### config.mk
export PLATFORM = sky130hd
export DESIGN_NAME = rfi_dev_flat
export DESIGN_NICKNAME = d
export VERILOG_FILES = /design/src/pkg/rfi_pkg.sv /design/src/pkg/rfi_if.sv /design/src/logic/rfi_dev.sv /design/src/flat_wrapper.sv
export VERILOG_INCLUDE_DIRS = /design/src /design/src/pkg
export SDC_FILE = /design/constraint.sdc
export NUM_CORES = 1
export LEC_CHECK = 0
export ABC_AREA = 1
export CAP_MARGIN = 20
export CORE_MARGIN = 1.5
export CORE_UTILIZATION = 50
export CTS_CLUSTER_DIAMETER = 60
export DETAILED_ROUTE_END_ITERATION = 10
export DONT_BUFFER_PORTS = 1
export GPL_ROUTABILITY_DRIVEN = 0
export GPL_TIMING_DRIVEN = 0
export PLACE_DENSITY = 0.69
export SLEW_MARGIN = 0
export SYNTH_ARGS = -nofsm -noshare
export SYNTH_HDL_FRONTEND = slang
export SYNTH_SLANG_ARGS = --single-unit
### constraint.sdc
create_clock -name CLK -period 1.6 [get_ports CLK]
set_input_delay 0 -clock CLK [delete_from_list [all_inputs] [get_ports CLK]]
set_output_delay 0 -clock CLK [all_outputs]
set_load 0.05 [all_outputs]
### src/pkg/rfi_params.svh
`ifndef RFI_PARAMS_SVH
`define RFI_PARAMS_SVH

// Device register indices on the link
`define RFI_ADDR_RATE 8'h04
`define RFI_ADDR_CFG 8'h05
`define RFI_ADDR_BPC 8'h06
`define RFI_ADDR_IEN 8'h07
`define RFI_ADDR_STAT 8'h08
`define RFI_ADDR_DATA_A 8'h09
`define RFI_ADDR_DATA_B 8'h0b

// Reset values
`define RFI_CFG_RST 2'h1
`define RFI_BPC_RST 4'h3
`define RFI_IEN_RST 8'h00

// Field positions and masks
`define RFI_BPC_BYTE_BIT 3
`define RFI_CFG_MASK 8'h03
`define RFI_BPC_MASK 8'h0f
`define RFI_RATE_MASK 8'h07
`define RFI_LAST_BIT 3'h7

// Pin drive codes
`define RFI_IRQ_SRC 2'h3
`define RFI_IRQ_DRN 2'h2
`define RFI_IRQ_CMOS 2'h1
`define RFI_IRQ_INV 2'h0

// Invalid rate codes
`define RFI_RATE_BAD0 3'h1
`define RFI_RATE_BAD1 3'h2
`define RFI_RATE_BAD2 3'h3
`define RFI_RATE_BAD3 3'h7

// Host-side Avalon map
`define RFI_HOST_STAT 5'h10
`define RFI_HOST_SER 5'h11

`endif

### src/pkg/rfi_pkg.sv
`default_nettype none
package rfi_pkg;
    typedef enum {HS_IDLE, HS_WAIT, HS_DONE} rfi_hstate_type;
    typedef logic [7:0] rfi_byte_type;
endpackage : rfi_pkg
`default_nettype wire

### src/pkg/rfi_if.sv
`timescale 1ns/100ps
`default_nettype none
interface rfi_if #(parameter logic IRQ_PULL = 1'b1);
    logic reg_wr;
    logic reg_rd;
    logic [7:0] reg_addr;
    logic [7:0] reg_wdata;
    logic reg_ack;
    logic [7:0] reg_rdata;
    logic irq_out;
    logic irq_oe_n;
    logic irq_line;
    logic serial_data_pin;
    logic serial_data_valid_pin;

    // Resistor level when nobody drives the request pin
    assign irq_line = irq_oe_n ? IRQ_PULL : irq_out;

    modport dev (input reg_wr, reg_rd, reg_addr, reg_wdata,
                 output reg_ack, reg_rdata, irq_out, irq_oe_n,
                 serial_data_pin, serial_data_valid_pin);
    modport host (output reg_wr, reg_rd, reg_addr, reg_wdata,
                  input reg_ack, reg_rdata, irq_line,
                  serial_data_pin, serial_data_valid_pin);
endinterface : rfi_if
`default_nettype wire

### src/logic/rfi_dev.sv
// Functional notes
// - Host never writes rate codes 001,010,011,111
// - Drive code 11: high asserted, else released
// - Drive code 10: low asserted, else released
// - Drive code 01: high asserted, low idle
// - Drive code 00: low asserted, high idle
// - Host writes reserved bits as zero
// - Control bit 3 selects byte or serial path
// - Serial mode host handles bit timing
// - Byte mode preferred over serial mode
// - Gap field sets invalid bits before frame end
// - Gap counted in receive after valid bit
// - Frame end moves partial byte to channel
// - Gap zero ends at first invalid bit
// - Enable bit 7 gates channel B underflow
// - Enable bit 6 gates channel B overflow
// - Enable bit 5 gates channel B frame end
// - Status read clears pending frame end
// - Enable bit 4 gates channel B full
// - Enable bits 3..0 same for channel A
//
// Implementation choice: the Avalon-MM interface to the registers.
`include "rfi_params.svh"
`timescale 1ns/100ps
`default_nettype none
module rfi_dev
    import rfi_pkg::*;
#(
    parameter int NCH = 2
) (
    input wire logic CLK,
    input wire logic RSTN,
    rfi_if.dev LINK,
    input wire logic RX_MODE,
    input wire logic [NCH-1:0] RX_TICK,
    input wire logic [NCH-1:0] RX_OK,
    input wire logic [NCH-1:0] RX_BIT,
    output logic [2*NCH-1:0] EOF_SEEN
);
    logic [1:0] cfg_r, cfg_nxt;
    logic [3:0] bpc_r, bpc_nxt;
    logic [7:0] ien_r, ien_nxt;
    logic [NCH-1:0][7:0] sh_r, sh_nxt;
    logic [NCH-1:0][7:0] data_r, data_nxt;
    logic [NCH-1:0][2:0] cnt_r, cnt_nxt;
    logic [NCH-1:0][2:0] gap_r, gap_nxt;
    logic [NCH-1:0] seen_r, seen_nxt;
    logic [NCH-1:0] valid_r, valid_nxt;
    logic [NCH-1:0] full_r, full_nxt;
    logic [NCH-1:0] eof_r, eof_nxt;
    logic [NCH-1:0] ovf_r, ovf_nxt;
    logic [NCH-1:0] udf_r, udf_nxt;
    logic [NCH-1:0] rd_data;
    logic [NCH-1:0] load;
    logic [NCH-1:0] eof_ev;
    logic [NCH-1:0][7:0] ld_val;
    logic [NCH-1:0] ld_full;
    logic [2*NCH-1:0] eof_seen_r, eof_seen_nxt;
    logic ack_r, ack_nxt;
    rfi_byte_type rdata_r, rdata_nxt;
    logic irq_out_r, irq_out_nxt;
    logic irq_oe_n_r, irq_oe_n_nxt;
    logic ser_d_r, ser_d_nxt;
    logic ser_v_r, ser_v_nxt;
    logic byte_mode;
    logic rd_stat;
    logic pend;
    logic [7:0] src;
    logic [7:0] stat;

    assign byte_mode = bpc_r[`RFI_BPC_BYTE_BIT];
    assign rd_stat = LINK.reg_rd && (LINK.reg_addr == `RFI_ADDR_STAT);
    assign rd_data[0] = LINK.reg_rd && (LINK.reg_addr == `RFI_ADDR_DATA_A);
    assign rd_data[1] = LINK.reg_rd && (LINK.reg_addr == `RFI_ADDR_DATA_B);
    assign src = {udf_r[1], ovf_r[1], eof_r[1], full_r[1],
                  udf_r[0], ovf_r[0], eof_r[0], full_r[0]};
    assign stat = {valid_r[1], ovf_r[1] | udf_r[1], eof_r[1], full_r[1],
                   valid_r[0], ovf_r[0] | udf_r[0], eof_r[0], full_r[0]};
    assign pend = |(src & ien_r);

    // Receivers: byte assembly, gap count, data hand-off
    always_comb begin
        for (int c = 0; c < NCH; c++) begin
            sh_nxt[c] = sh_r[c];
            cnt_nxt[c] = cnt_r[c];
            gap_nxt[c] = gap_r[c];
            seen_nxt[c] = seen_r[c];
            load[c] = 1'b0;
            ld_val[c] = sh_r[c];
            ld_full[c] = 1'b0;
            eof_ev[c] = 1'b0;
            if (RX_MODE && RX_TICK[c]) begin
                if (RX_OK[c]) begin
                    seen_nxt[c] = 1'b1;
                    gap_nxt[c] = 3'h0;
                    if (byte_mode) begin
                        sh_nxt[c] = {sh_r[c][6:0], RX_BIT[c]};
                        if (cnt_r[c] == `RFI_LAST_BIT) begin
                            load[c] = 1'b1;
                            ld_val[c] = {sh_r[c][6:0], RX_BIT[c]};
                            ld_full[c] = 1'b1;
                            cnt_nxt[c] = 3'h0;
                            // Old bits must not leak into a later partial byte
                            sh_nxt[c] = 8'h00;
                        end else begin
                            cnt_nxt[c] = cnt_r[c] + 3'h1;
                        end
                    end
                end else if (seen_r[c]) begin
                    // Invalid bits so far exceed the gap field
                    if (gap_r[c] == bpc_r[2:0]) begin
                        eof_ev[c] = 1'b1;
                        seen_nxt[c] = 1'b0;
                        sh_nxt[c] = 8'h00;
                        gap_nxt[c] = 3'h0;
                        cnt_nxt[c] = 3'h0;
                        // Partial byte sits in the low bits
                        load[c] = byte_mode && (cnt_r[c] != 3'h0);
                    end else begin
                        gap_nxt[c] = gap_r[c] + 3'h1;
                    end
                end
            end
        end
    end

    // Sticky flags; a new event beats a same-cycle clear
    always_comb begin
        for (int c = 0; c < NCH; c++) begin
            data_nxt[c] = load[c] ? ld_val[c] : data_r[c];
            valid_nxt[c] = load[c] ? ld_full[c] : (valid_r[c] & ~rd_data[c]);
            full_nxt[c] = load[c] | (full_r[c] & ~rd_data[c]);
            ovf_nxt[c] = (load[c] & full_r[c] & ~rd_data[c])
                         | (ovf_r[c] & ~rd_stat);
            udf_nxt[c] = (rd_data[c] & ~full_r[c] & ~load[c])
                         | (udf_r[c] & ~rd_stat);
            eof_nxt[c] = eof_ev[c] | (eof_r[c] & ~rd_stat);
        end
        eof_seen_nxt = {eof_r, full_r};
    end

    // Register port and pin drive
    always_comb begin
        cfg_nxt = cfg_r;
        bpc_nxt = bpc_r;
        ien_nxt = ien_r;
        ack_nxt = LINK.reg_wr | LINK.reg_rd;
        rdata_nxt = 8'h00;
        if (LINK.reg_wr) begin
            case (LINK.reg_addr)
                `RFI_ADDR_CFG: cfg_nxt = LINK.reg_wdata[1:0];
                `RFI_ADDR_BPC: bpc_nxt = LINK.reg_wdata[3:0];
                `RFI_ADDR_IEN: ien_nxt = LINK.reg_wdata;
                default: ;
            endcase
        end
        if (LINK.reg_rd) begin
            case (LINK.reg_addr)
                `RFI_ADDR_CFG: rdata_nxt = {6'h00, cfg_r};
                `RFI_ADDR_BPC: rdata_nxt = {4'h0, bpc_r};
                `RFI_ADDR_IEN: rdata_nxt = ien_r;
                `RFI_ADDR_STAT: rdata_nxt = stat;
                `RFI_ADDR_DATA_A: rdata_nxt = data_r[0];
                `RFI_ADDR_DATA_B: rdata_nxt = data_r[1];
                default: rdata_nxt = 8'h00;
            endcase
        end
        case (cfg_r)
            `RFI_IRQ_SRC: begin
                irq_out_nxt = 1'b1;
                irq_oe_n_nxt = ~pend;
            end
            `RFI_IRQ_DRN: begin
                irq_out_nxt = 1'b0;
                irq_oe_n_nxt = ~pend;
            end
            `RFI_IRQ_CMOS: begin
                irq_out_nxt = pend;
                irq_oe_n_nxt = 1'b0;
            end
            default: begin
                irq_out_nxt = ~pend;
                irq_oe_n_nxt = 1'b0;
            end
        endcase
        // Serial path carries channel A bits only
        ser_v_nxt = RX_MODE & RX_TICK[0] & RX_OK[0] & ~byte_mode;
        ser_d_nxt = ser_v_nxt ? RX_BIT[0] : ser_d_r;
    end

    always_ff @(posedge CLK or negedge RSTN) begin
        if (!RSTN) begin
            cfg_r <= `RFI_CFG_RST;
            bpc_r <= `RFI_BPC_RST;
            ien_r <= `RFI_IEN_RST;
            sh_r <= '0;
            data_r <= '0;
            cnt_r <= '0;
            gap_r <= '0;
            seen_r <= '0;
            valid_r <= '0;
            full_r <= '0;
            eof_r <= '0;
            ovf_r <= '0;
            udf_r <= '0;
            eof_seen_r <= '0;
            ack_r <= 1'b0;
            rdata_r <= 8'h00;
            // Reset code 01 idles low; high here would flash a request
            irq_out_r <= 1'b0;
            irq_oe_n_r <= 1'b0;
            ser_d_r <= 1'b0;
            ser_v_r <= 1'b0;
        end else begin
            cfg_r <= cfg_nxt;
            bpc_r <= bpc_nxt;
            ien_r <= ien_nxt;
            sh_r <= sh_nxt;
            data_r <= data_nxt;
            cnt_r <= cnt_nxt;
            gap_r <= gap_nxt;
            seen_r <= seen_nxt;
            valid_r <= valid_nxt;
            full_r <= full_nxt;
            eof_r <= eof_nxt;
            ovf_r <= ovf_nxt;
            udf_r <= udf_nxt;
            eof_seen_r <= eof_seen_nxt;
            ack_r <= ack_nxt;
            rdata_r <= rdata_nxt;
            irq_out_r <= irq_out_nxt;
            irq_oe_n_r <= irq_oe_n_nxt;
            ser_d_r <= ser_d_nxt;
            ser_v_r <= ser_v_nxt;
        end
    end

    assign LINK.reg_ack = ack_r;
    assign LINK.reg_rdata = rdata_r;
    assign LINK.irq_out = irq_out_r;
    assign LINK.irq_oe_n = irq_oe_n_r;
    assign LINK.serial_data_pin = ser_d_r;
    assign LINK.serial_data_valid_pin = ser_v_r;
    assign EOF_SEEN = eof_seen_r;
endmodule : rfi_dev
`default_nettype wire

### src/flat_wrapper.sv
// flat-port wrapper written by rule: the top's interface ports become plain ports
module rfi_dev_flat import rfi_pkg::*;
#(
    parameter int NCH = 2
)
  (CLK, RSTN, RX_MODE, RX_TICK, RX_OK, RX_BIT, EOF_SEEN, LINK_reg_wr, LINK_reg_rd, LINK_reg_addr, LINK_reg_wdata, LINK_reg_ack, LINK_reg_rdata, LINK_irq_out, LINK_irq_oe_n, LINK_serial_data_pin, LINK_serial_data_valid_pin);
  rfi_if #(.IRQ_PULL(1'b1)) LINK_i ();
  input wire logic CLK;
  input wire logic RSTN;
  input wire logic RX_MODE;
  input wire logic [NCH-1:0] RX_TICK;
  input wire logic [NCH-1:0] RX_OK;
  input wire logic [NCH-1:0] RX_BIT;
  output logic [2*NCH-1:0] EOF_SEEN;
  input wire logic [$bits(LINK_i.reg_wr)-1:0] LINK_reg_wr;
  input wire logic [$bits(LINK_i.reg_rd)-1:0] LINK_reg_rd;
  input wire logic [$bits(LINK_i.reg_addr)-1:0] LINK_reg_addr;
  input wire logic [$bits(LINK_i.reg_wdata)-1:0] LINK_reg_wdata;
  output wire logic [$bits(LINK_i.reg_ack)-1:0] LINK_reg_ack;
  output wire logic [$bits(LINK_i.reg_rdata)-1:0] LINK_reg_rdata;
  output wire logic [$bits(LINK_i.irq_out)-1:0] LINK_irq_out;
  output wire logic [$bits(LINK_i.irq_oe_n)-1:0] LINK_irq_oe_n;
  output wire logic [$bits(LINK_i.serial_data_pin)-1:0] LINK_serial_data_pin;
  output wire logic [$bits(LINK_i.serial_data_valid_pin)-1:0] LINK_serial_data_valid_pin;
  assign LINK_i.reg_wr = LINK_reg_wr;
  assign LINK_i.reg_rd = LINK_reg_rd;
  assign LINK_i.reg_addr = LINK_reg_addr;
  assign LINK_i.reg_wdata = LINK_reg_wdata;
  assign LINK_reg_ack = LINK_i.reg_ack;
  assign LINK_reg_rdata = LINK_i.reg_rdata;
  assign LINK_irq_out = LINK_i.irq_out;
  assign LINK_irq_oe_n = LINK_i.irq_oe_n;
  assign LINK_serial_data_pin = LINK_i.serial_data_pin;
  assign LINK_serial_data_valid_pin = LINK_i.serial_data_valid_pin;
  rfi_dev #(.NCH(NCH)) u_core (.CLK(CLK), .RSTN(RSTN), .LINK(LINK_i), .RX_MODE(RX_MODE), .RX_TICK(RX_TICK), .RX_OK(RX_OK), .RX_BIT(RX_BIT), .EOF_SEEN(EOF_SEEN));
endmodule
=== Yosys cells after proc, flatten, opt, wreduce, memory -nomap -nowiden ===
Cells that the tools add are included.

* $add $sub $neg: 4
* Multiply operators: 0
* Divide/modulo/power cells: 0
* Magnitude comparators: 0
* Equal/unequal tests: 15
* Shift-type cells: 0
* Multiplexer cells: 70
* Bitwise operators: 42
* Reduce and logical (&&, ||, !) cells: 22

{| class="wikitable"
|+ Operators with widths
! kind !! count
|-
| 8-bit 2-to-1 mux || 19
|-
| 3-bit 2-to-1 mux || 16
|-
| 8-bit one-hot mux with 6 select lines || 1
|-
| 1-bit 2-to-1 mux || 33
|-
| 8-bit by 3-bit == test with 1-bit output, second input constant || 3
|-
| 8-bit by 4-bit == test with 1-bit output, second input constant || 3
|-
| 1-bit AND || 21
|-
| 3-bit by 1-bit adder with 3-bit output, second input constant || 4
|-
| 1-bit bitwise OR || 11
|-
| 2-bit AND reduction || 5
|-
| 1-bit inverter || 9
|-
| 8-bit AND || 1
|-
| 4-bit AND reduction || 2
|-
| 2-bit nonzero test || 4
|-
| 8-bit OR reduction || 1
|-
| 1-bit logical AND || 7
|-
| 3-bit == test || 2
|-
| 3-bit == test, second input constant || 2
|-
| 3-bit nonzero test || 2
|-
| 2-bit == test, second input constant || 2
|-
| 2-bit by 1-bit != test with 1-bit output, second input constant || 2
|-
| 1-bit one-hot mux with 3 select lines || 1
|-
| 2-bit by 1-bit == test with 1-bit output, second input constant || 1
|-
| 2-bit OR reduction || 1
|}

* Bits in registers: 87
* Bits in latches: 0
* Bits in writable memories: 0
* Memory bits (read-only): 0
* Bits of input ports: 27
* Output and inout port bits: 17
* Logic and storage cells: 178
* Memories kept: 0

=== Depth between registers and ports, before layout ===
* Depth in word-level cells: 9
* Depth in mapped cells: 10
* Gate-level depth less buffers: 9

=== Worst setup path before layout ===
No wires, ideal clock.

* Path kind: reg-to-reg
* From: register u_core.cnt_r[0] (netlist name)
* To: register u_core.cnt_r[0] (netlist name)
* Setup time: 66 ps
* Arrival time: 1486 ps
* Data required time: 1534 ps
* Slack: 48 ps
* Stages on the path, launching flop included: 8
* Path buffers: 1
* Clock period less this slack: 1552 ps
* Path through: dfrtp_1 -> ha_1 -> ha_1 -> or2_2 -> buf_2 -> nor2_1 -> nand4_1 -> nand2_1

* Longest elaborated chain between the ends: 4
* Elaborated cells between the ends (all ways): 5
* Those cells by class: add/sub (1); eq/ne (1); mux (3)

{| class="wikitable"
|+ Ends and longest elaborated chain
! element !! RTL line !! RTL
|-
| start: declaration || rfi_dev.sv:45 || <nowiki>logic [NCH-1:0][2:0] cnt_r, cnt_nxt;</nowiki>
|-
| start signal: assignment || rfi_dev.sv:220 || <nowiki>cnt_r <= cnt_nxt;</nowiki>
|-
| 3-bit by 1-bit adder with 3-bit output or 3-bit == test (tied branches) || -- ||
|-
| 3-bit 2-to-1 mux * || rfi_dev.sv:98 || <nowiki>if (cnt_r[c] == `RFI_LAST_BIT) begin</nowiki>
|-
| 3-bit 2-to-1 mux * || rfi_dev.sv:96 || <nowiki>if (byte_mode) begin</nowiki>
|-
| 3-bit 2-to-1 mux * || rfi_dev.sv:93 || <nowiki>if (RX_OK[c]) begin</nowiki>
|}

Every way passes the cells marked *; elsewhere a longest branch is shown, timed or not. The select of a mux whose other input is x is not followed.
A chain may end at the register's enable or synchronous reset.

=== Worst setup path in the final report ===
* From: register u_core.bpc_r[0]
* To: register u_core.data_r[7] (netlist name)

* Longest elaborated chain between the ends: 5

{| class="wikitable"
|+ Ends and longest elaborated chain
! element !! RTL line !! RTL
|-
| start: declaration || rfi_dev.sv:41 || <nowiki>logic [3:0] bpc_r, bpc_nxt;</nowiki>
|-
| start signal: assignment || rfi_dev.sv:194 || <nowiki>bpc_r <= `RFI_BPC_RST;</nowiki>
|-
| start signal: assignment || rfi_dev.sv:216 || <nowiki>bpc_r <= bpc_nxt;</nowiki>
|-
| 3-bit == test || rfi_dev.sv:111 || <nowiki>if (gap_r[c] == bpc_r[2:0]) begin</nowiki>
|-
| 1-bit 2-to-1 mux || rfi_dev.sv:111 ||
|-
| 1-bit 2-to-1 mux || rfi_dev.sv:109 || <nowiki>end else if (seen_r[c]) begin</nowiki>
|-
| 1-bit 2-to-1 mux || rfi_dev.sv:93 ||
|-
| 1-bit 2-to-1 mux || rfi_dev.sv:92 || <nowiki>if (RX_MODE && RX_TICK[c]) begin</nowiki>
|-
| end signal: assignment || rfi_dev.sv:219 || <nowiki>data_r <= data_nxt;</nowiki>
|-
| end: declaration || rfi_dev.sv:44 || <nowiki>logic [NCH-1:0][7:0] data_r, data_nxt;</nowiki>
|}

Every way passes these cells.

==> results.cfg <==
[power]
pwr-share-clk_pct = 31.2
cell_internal_pwr_w = 0.00391
comb_power_share_pct = 18.1
power.total_w = 0.00578
p_leak_nw = 2.77
swShare_pct = 32.4
seqPwrFrac_pct = 50.7
ir_worst_vdd_mv = 0.532
p_per_area_nw_per_um2 = 1070
p_sw_w = 0.00187

[worst_setup_path]
cp.arrival_ns = 1.80
end_kind = flop
cp.required_ns = 1.85
path_class = reg -> reg
cp_max_fo = 5
cp-start-kind = flop

[final_layout]
fillCellCount = 785
area_growth_pct = 17.1
nets = 668
drive_gt1_share_pct = 16.5
diodes = 0

[sta]
period_needed_ns = 1.55
max-slew-margin-rel_pct = 68.4
timing.hold.ws_ns = -0.666
final_hold_viol_count = 87
fin_crit_sh_pct = 96.9
fin_ws_ns = 0.0501
clock_skew_ns = 0.0104
finalMaxSlewViolations = 0
finalSetupViolCount = 0
rsz0062_at_grt = true
fmax_mhz = 645
worstMarginPinSlew_ns = 0.474

[outcome]
status = finished, violations left
failed_checks = hold timing

[synthesis]
synth_edf_count = 0
synth.area.top_cells = dfrtp_1 46%, nand2_1 15%, nand3_1 7.4%
ys.warnings.count = 0
synth_commonest_cells = 188 x nand2_1, 84 x dfrtp_1, 68 x nand3_1
syn_area_um2 = 4620
ys_seq_area_share_pct = 47.2
synth_seq_cells = 87
synth_most_common_cell = nand2_1
postSynthAreaPerCell_um2 = 7.88
synth-main-ff-cell = dfrtp_1
async_flop_share_pct = 100
synth_cell_types = 33
synth_cells = 586
syn_nets = 621
yosysTopAreaCell = dfrtp_1
yosysTopAreaCellShare_pct = 45.5

[detailed_routing]
drt_iter0_markers = 241
vias = 4005
drtPass1Iterations = 5
wl_per_cell_um = 14.6
drc = 0
viasPerCell = 5.37
ant_nets = 0
wl_mm = 10.9

[clock_tree]
cts_max_path_buffers = 2
clk_pin_slew_ns = 0.09
clkSinkCount = 87
ctsHtreeMaxLevel = 3
clkLatencyLatePin_ns = 0.35
cts_root_buf = clkbuf_8
hold_buffers = 22
numCtsBuffers = 9
cts_tree = built

[die]
floorplan.die.height_um = 99.1
pin_count = 44
dieArea_um2 = 9820
die_x_um = 99.1
fp-row-count = 34
core_area_um2 = 8850
start_util_pct = 52.2

[place]
pre_cts_ws_ns = -0.0839
dp_hpwl_mm = 7.44
portBuffers = 0

[global_route]
grt_pass1_wl_mm = 17.5
grt_max_degree = 88
grtUsageTotal_pct = 22.7
antenna_found_initial = 0
grtUsageMet2_pct = 34.2
grt_pass1_vias = 3590
grt_busiest_layer = met2
use_met3_pct = 4.22
grt_util_met1_pct = 33.1
overflow = 0

[flow_run]
cap_violations = 0

[hold_path]
hold_class = in -> async
## worst max-delay path, stage by stage (launching register included)
cell,delay (ns)
dfstp_2,0.57
inv_2,0.05
nand2_1,0.05
nand2_1,0.06
nor2_2,0.16
nand4_1,0.14
buf_6,0.17
buf_6,0.13
nand3_1,0.07
nand2_1,0.06
## state kept, by name, indices dropped and copies added (netlist names), 2 cells and up
register               flops
u_core.full_r              2
u_core.valid_r             2
u_core.sh_r               16
u_core.eof_r               2
u_core.EOF_SEEN            4
u_core.bpc_r               4
u_core.cfg_r               2
u_core.cnt_r               6
u_core.seen_r              2
u_core.gap_r               6
u_core.udf_r               2
u_core.data_r             16
u_core.ovf_r               2
u_core.ien_r               8
u_core.LINK.reg_rdata      8
## cells in the final DEF, fill, tap and decap left out, types with 5 or more instances in the layout
cell type	Yosys	final
clkbuf_8	0	11
nand4_1	28	28
dfrtp_1	84	84
o21ai_0	15	15
ha_1	8	5
o21ai_1	17	17
dlygate4sd3_1	0	22
buf_4	3	14
nor2_2	7	6
inv_2	5	5
nand3_2	3	8
a21oi_1	7	6
inv_1	58	58
buf_2	11	8
nor2_1	39	39
buf_6	4	9
nand3_1	68	63
o21ai_2	8	8
nand2_1	188	188
## power by group through the flow
stage          registers, W  logic [W]  clock network [W]
2_1_floorplan       0.00291   0.000691                  0
5_1_grt             0.00297    0.00119            0.00194
3_3_place_gp        0.00298   0.000814                  0
3_5_place_dp        0.00299   0.000844                  0
4_1_cts             0.00293   0.000988            0.00184
6_report            0.00293    0.00105            0.00180
## per-layer routing
layer / share of wire, % / up-vias / wire length [µm]
li1: - / 1982 / -
met1: 48 / 1890 / 5230
met2: 45 / 123 / 4970
met3: 5.1 / 10 / 553
met4: 1.5 / 0 / 168
met5: 0 / - / 0
## cell families after synthesis
| family | after synthesis | synth area share, % |
|---|---|---|
| AND/OR/NAND/NOR | 352 | 35.1 |
| flip-flops | 87 | 47.2 |
| buffers and inverters | 84 | 8.02 |
| AO/OA/AOI/OAI | 51 | 6.77 |
| adder cells (fa/ha/maj) | 8 | 2.17 |
| XOR/XNOR | 4 | 0.759 |
## path summary, 6_finish.rpt
path	from	endpoint	slack, ns	cells after the start
worst max-delay path	u_core.bpc_r[0]	u_core.data_r[7]	0.05	9
worst min-delay path	RSTN	u_core.sh_r[11]	-0.67	0
worst max register to register	u_core.bpc_r[0]	u_core.data_r[7]	0.05	9
worst min register to register	u_core.eof_r[1]	u_core.EOF_SEEN[3]	0.49	0
max in group asynchronous	RSTN	u_core.bpc_r[0]	2.06	0
min in group CLK	RX_MODE	u_core.seen_r[1]	0.02	3
## through the flow
step	area, µm²	utilization [%]	hold WS (ns)	TNS, ns	cells
6_report	5410	61.1	-0.666	0	746
5_1_grt	5410	61.1	-0.704	-0.366	746
4_1_cts	5270	59.5	-0.685	0	737
3_5_place_dp	4750	53.7	-0.293	-1.19	694
3_3_place_gp	4750	53.7	-0.293	-0.442	694
2_1_floorplan	4620	-	-0.296	0	586
## repair_timing
item	in CTS	in global routing
setup buffers	6	8
gates cloned	0	2
gates resized for setup	6	21
pin swaps	0	10
hold endpoints to repair	136	87
setup endpoints to repair	40	43
## area by class of cell
type / instances / area [µm²] / share of cell area, %
repair buffers: 37 / 344 / 6.36
clock inverters: 5 / 88.8 / 1.64
inverters: 63 / 236 / 4.37
plain buffers: 19 / 138 / 2.54
multi-input cells: 416 / 2130 / 39.5
flip-flops and latches: 87 / 2180 / 40.3
clock buffers: 11 / 151 / 2.80
well taps: 108 / 135 / 2.50
(Power assumes the default switching activity.)
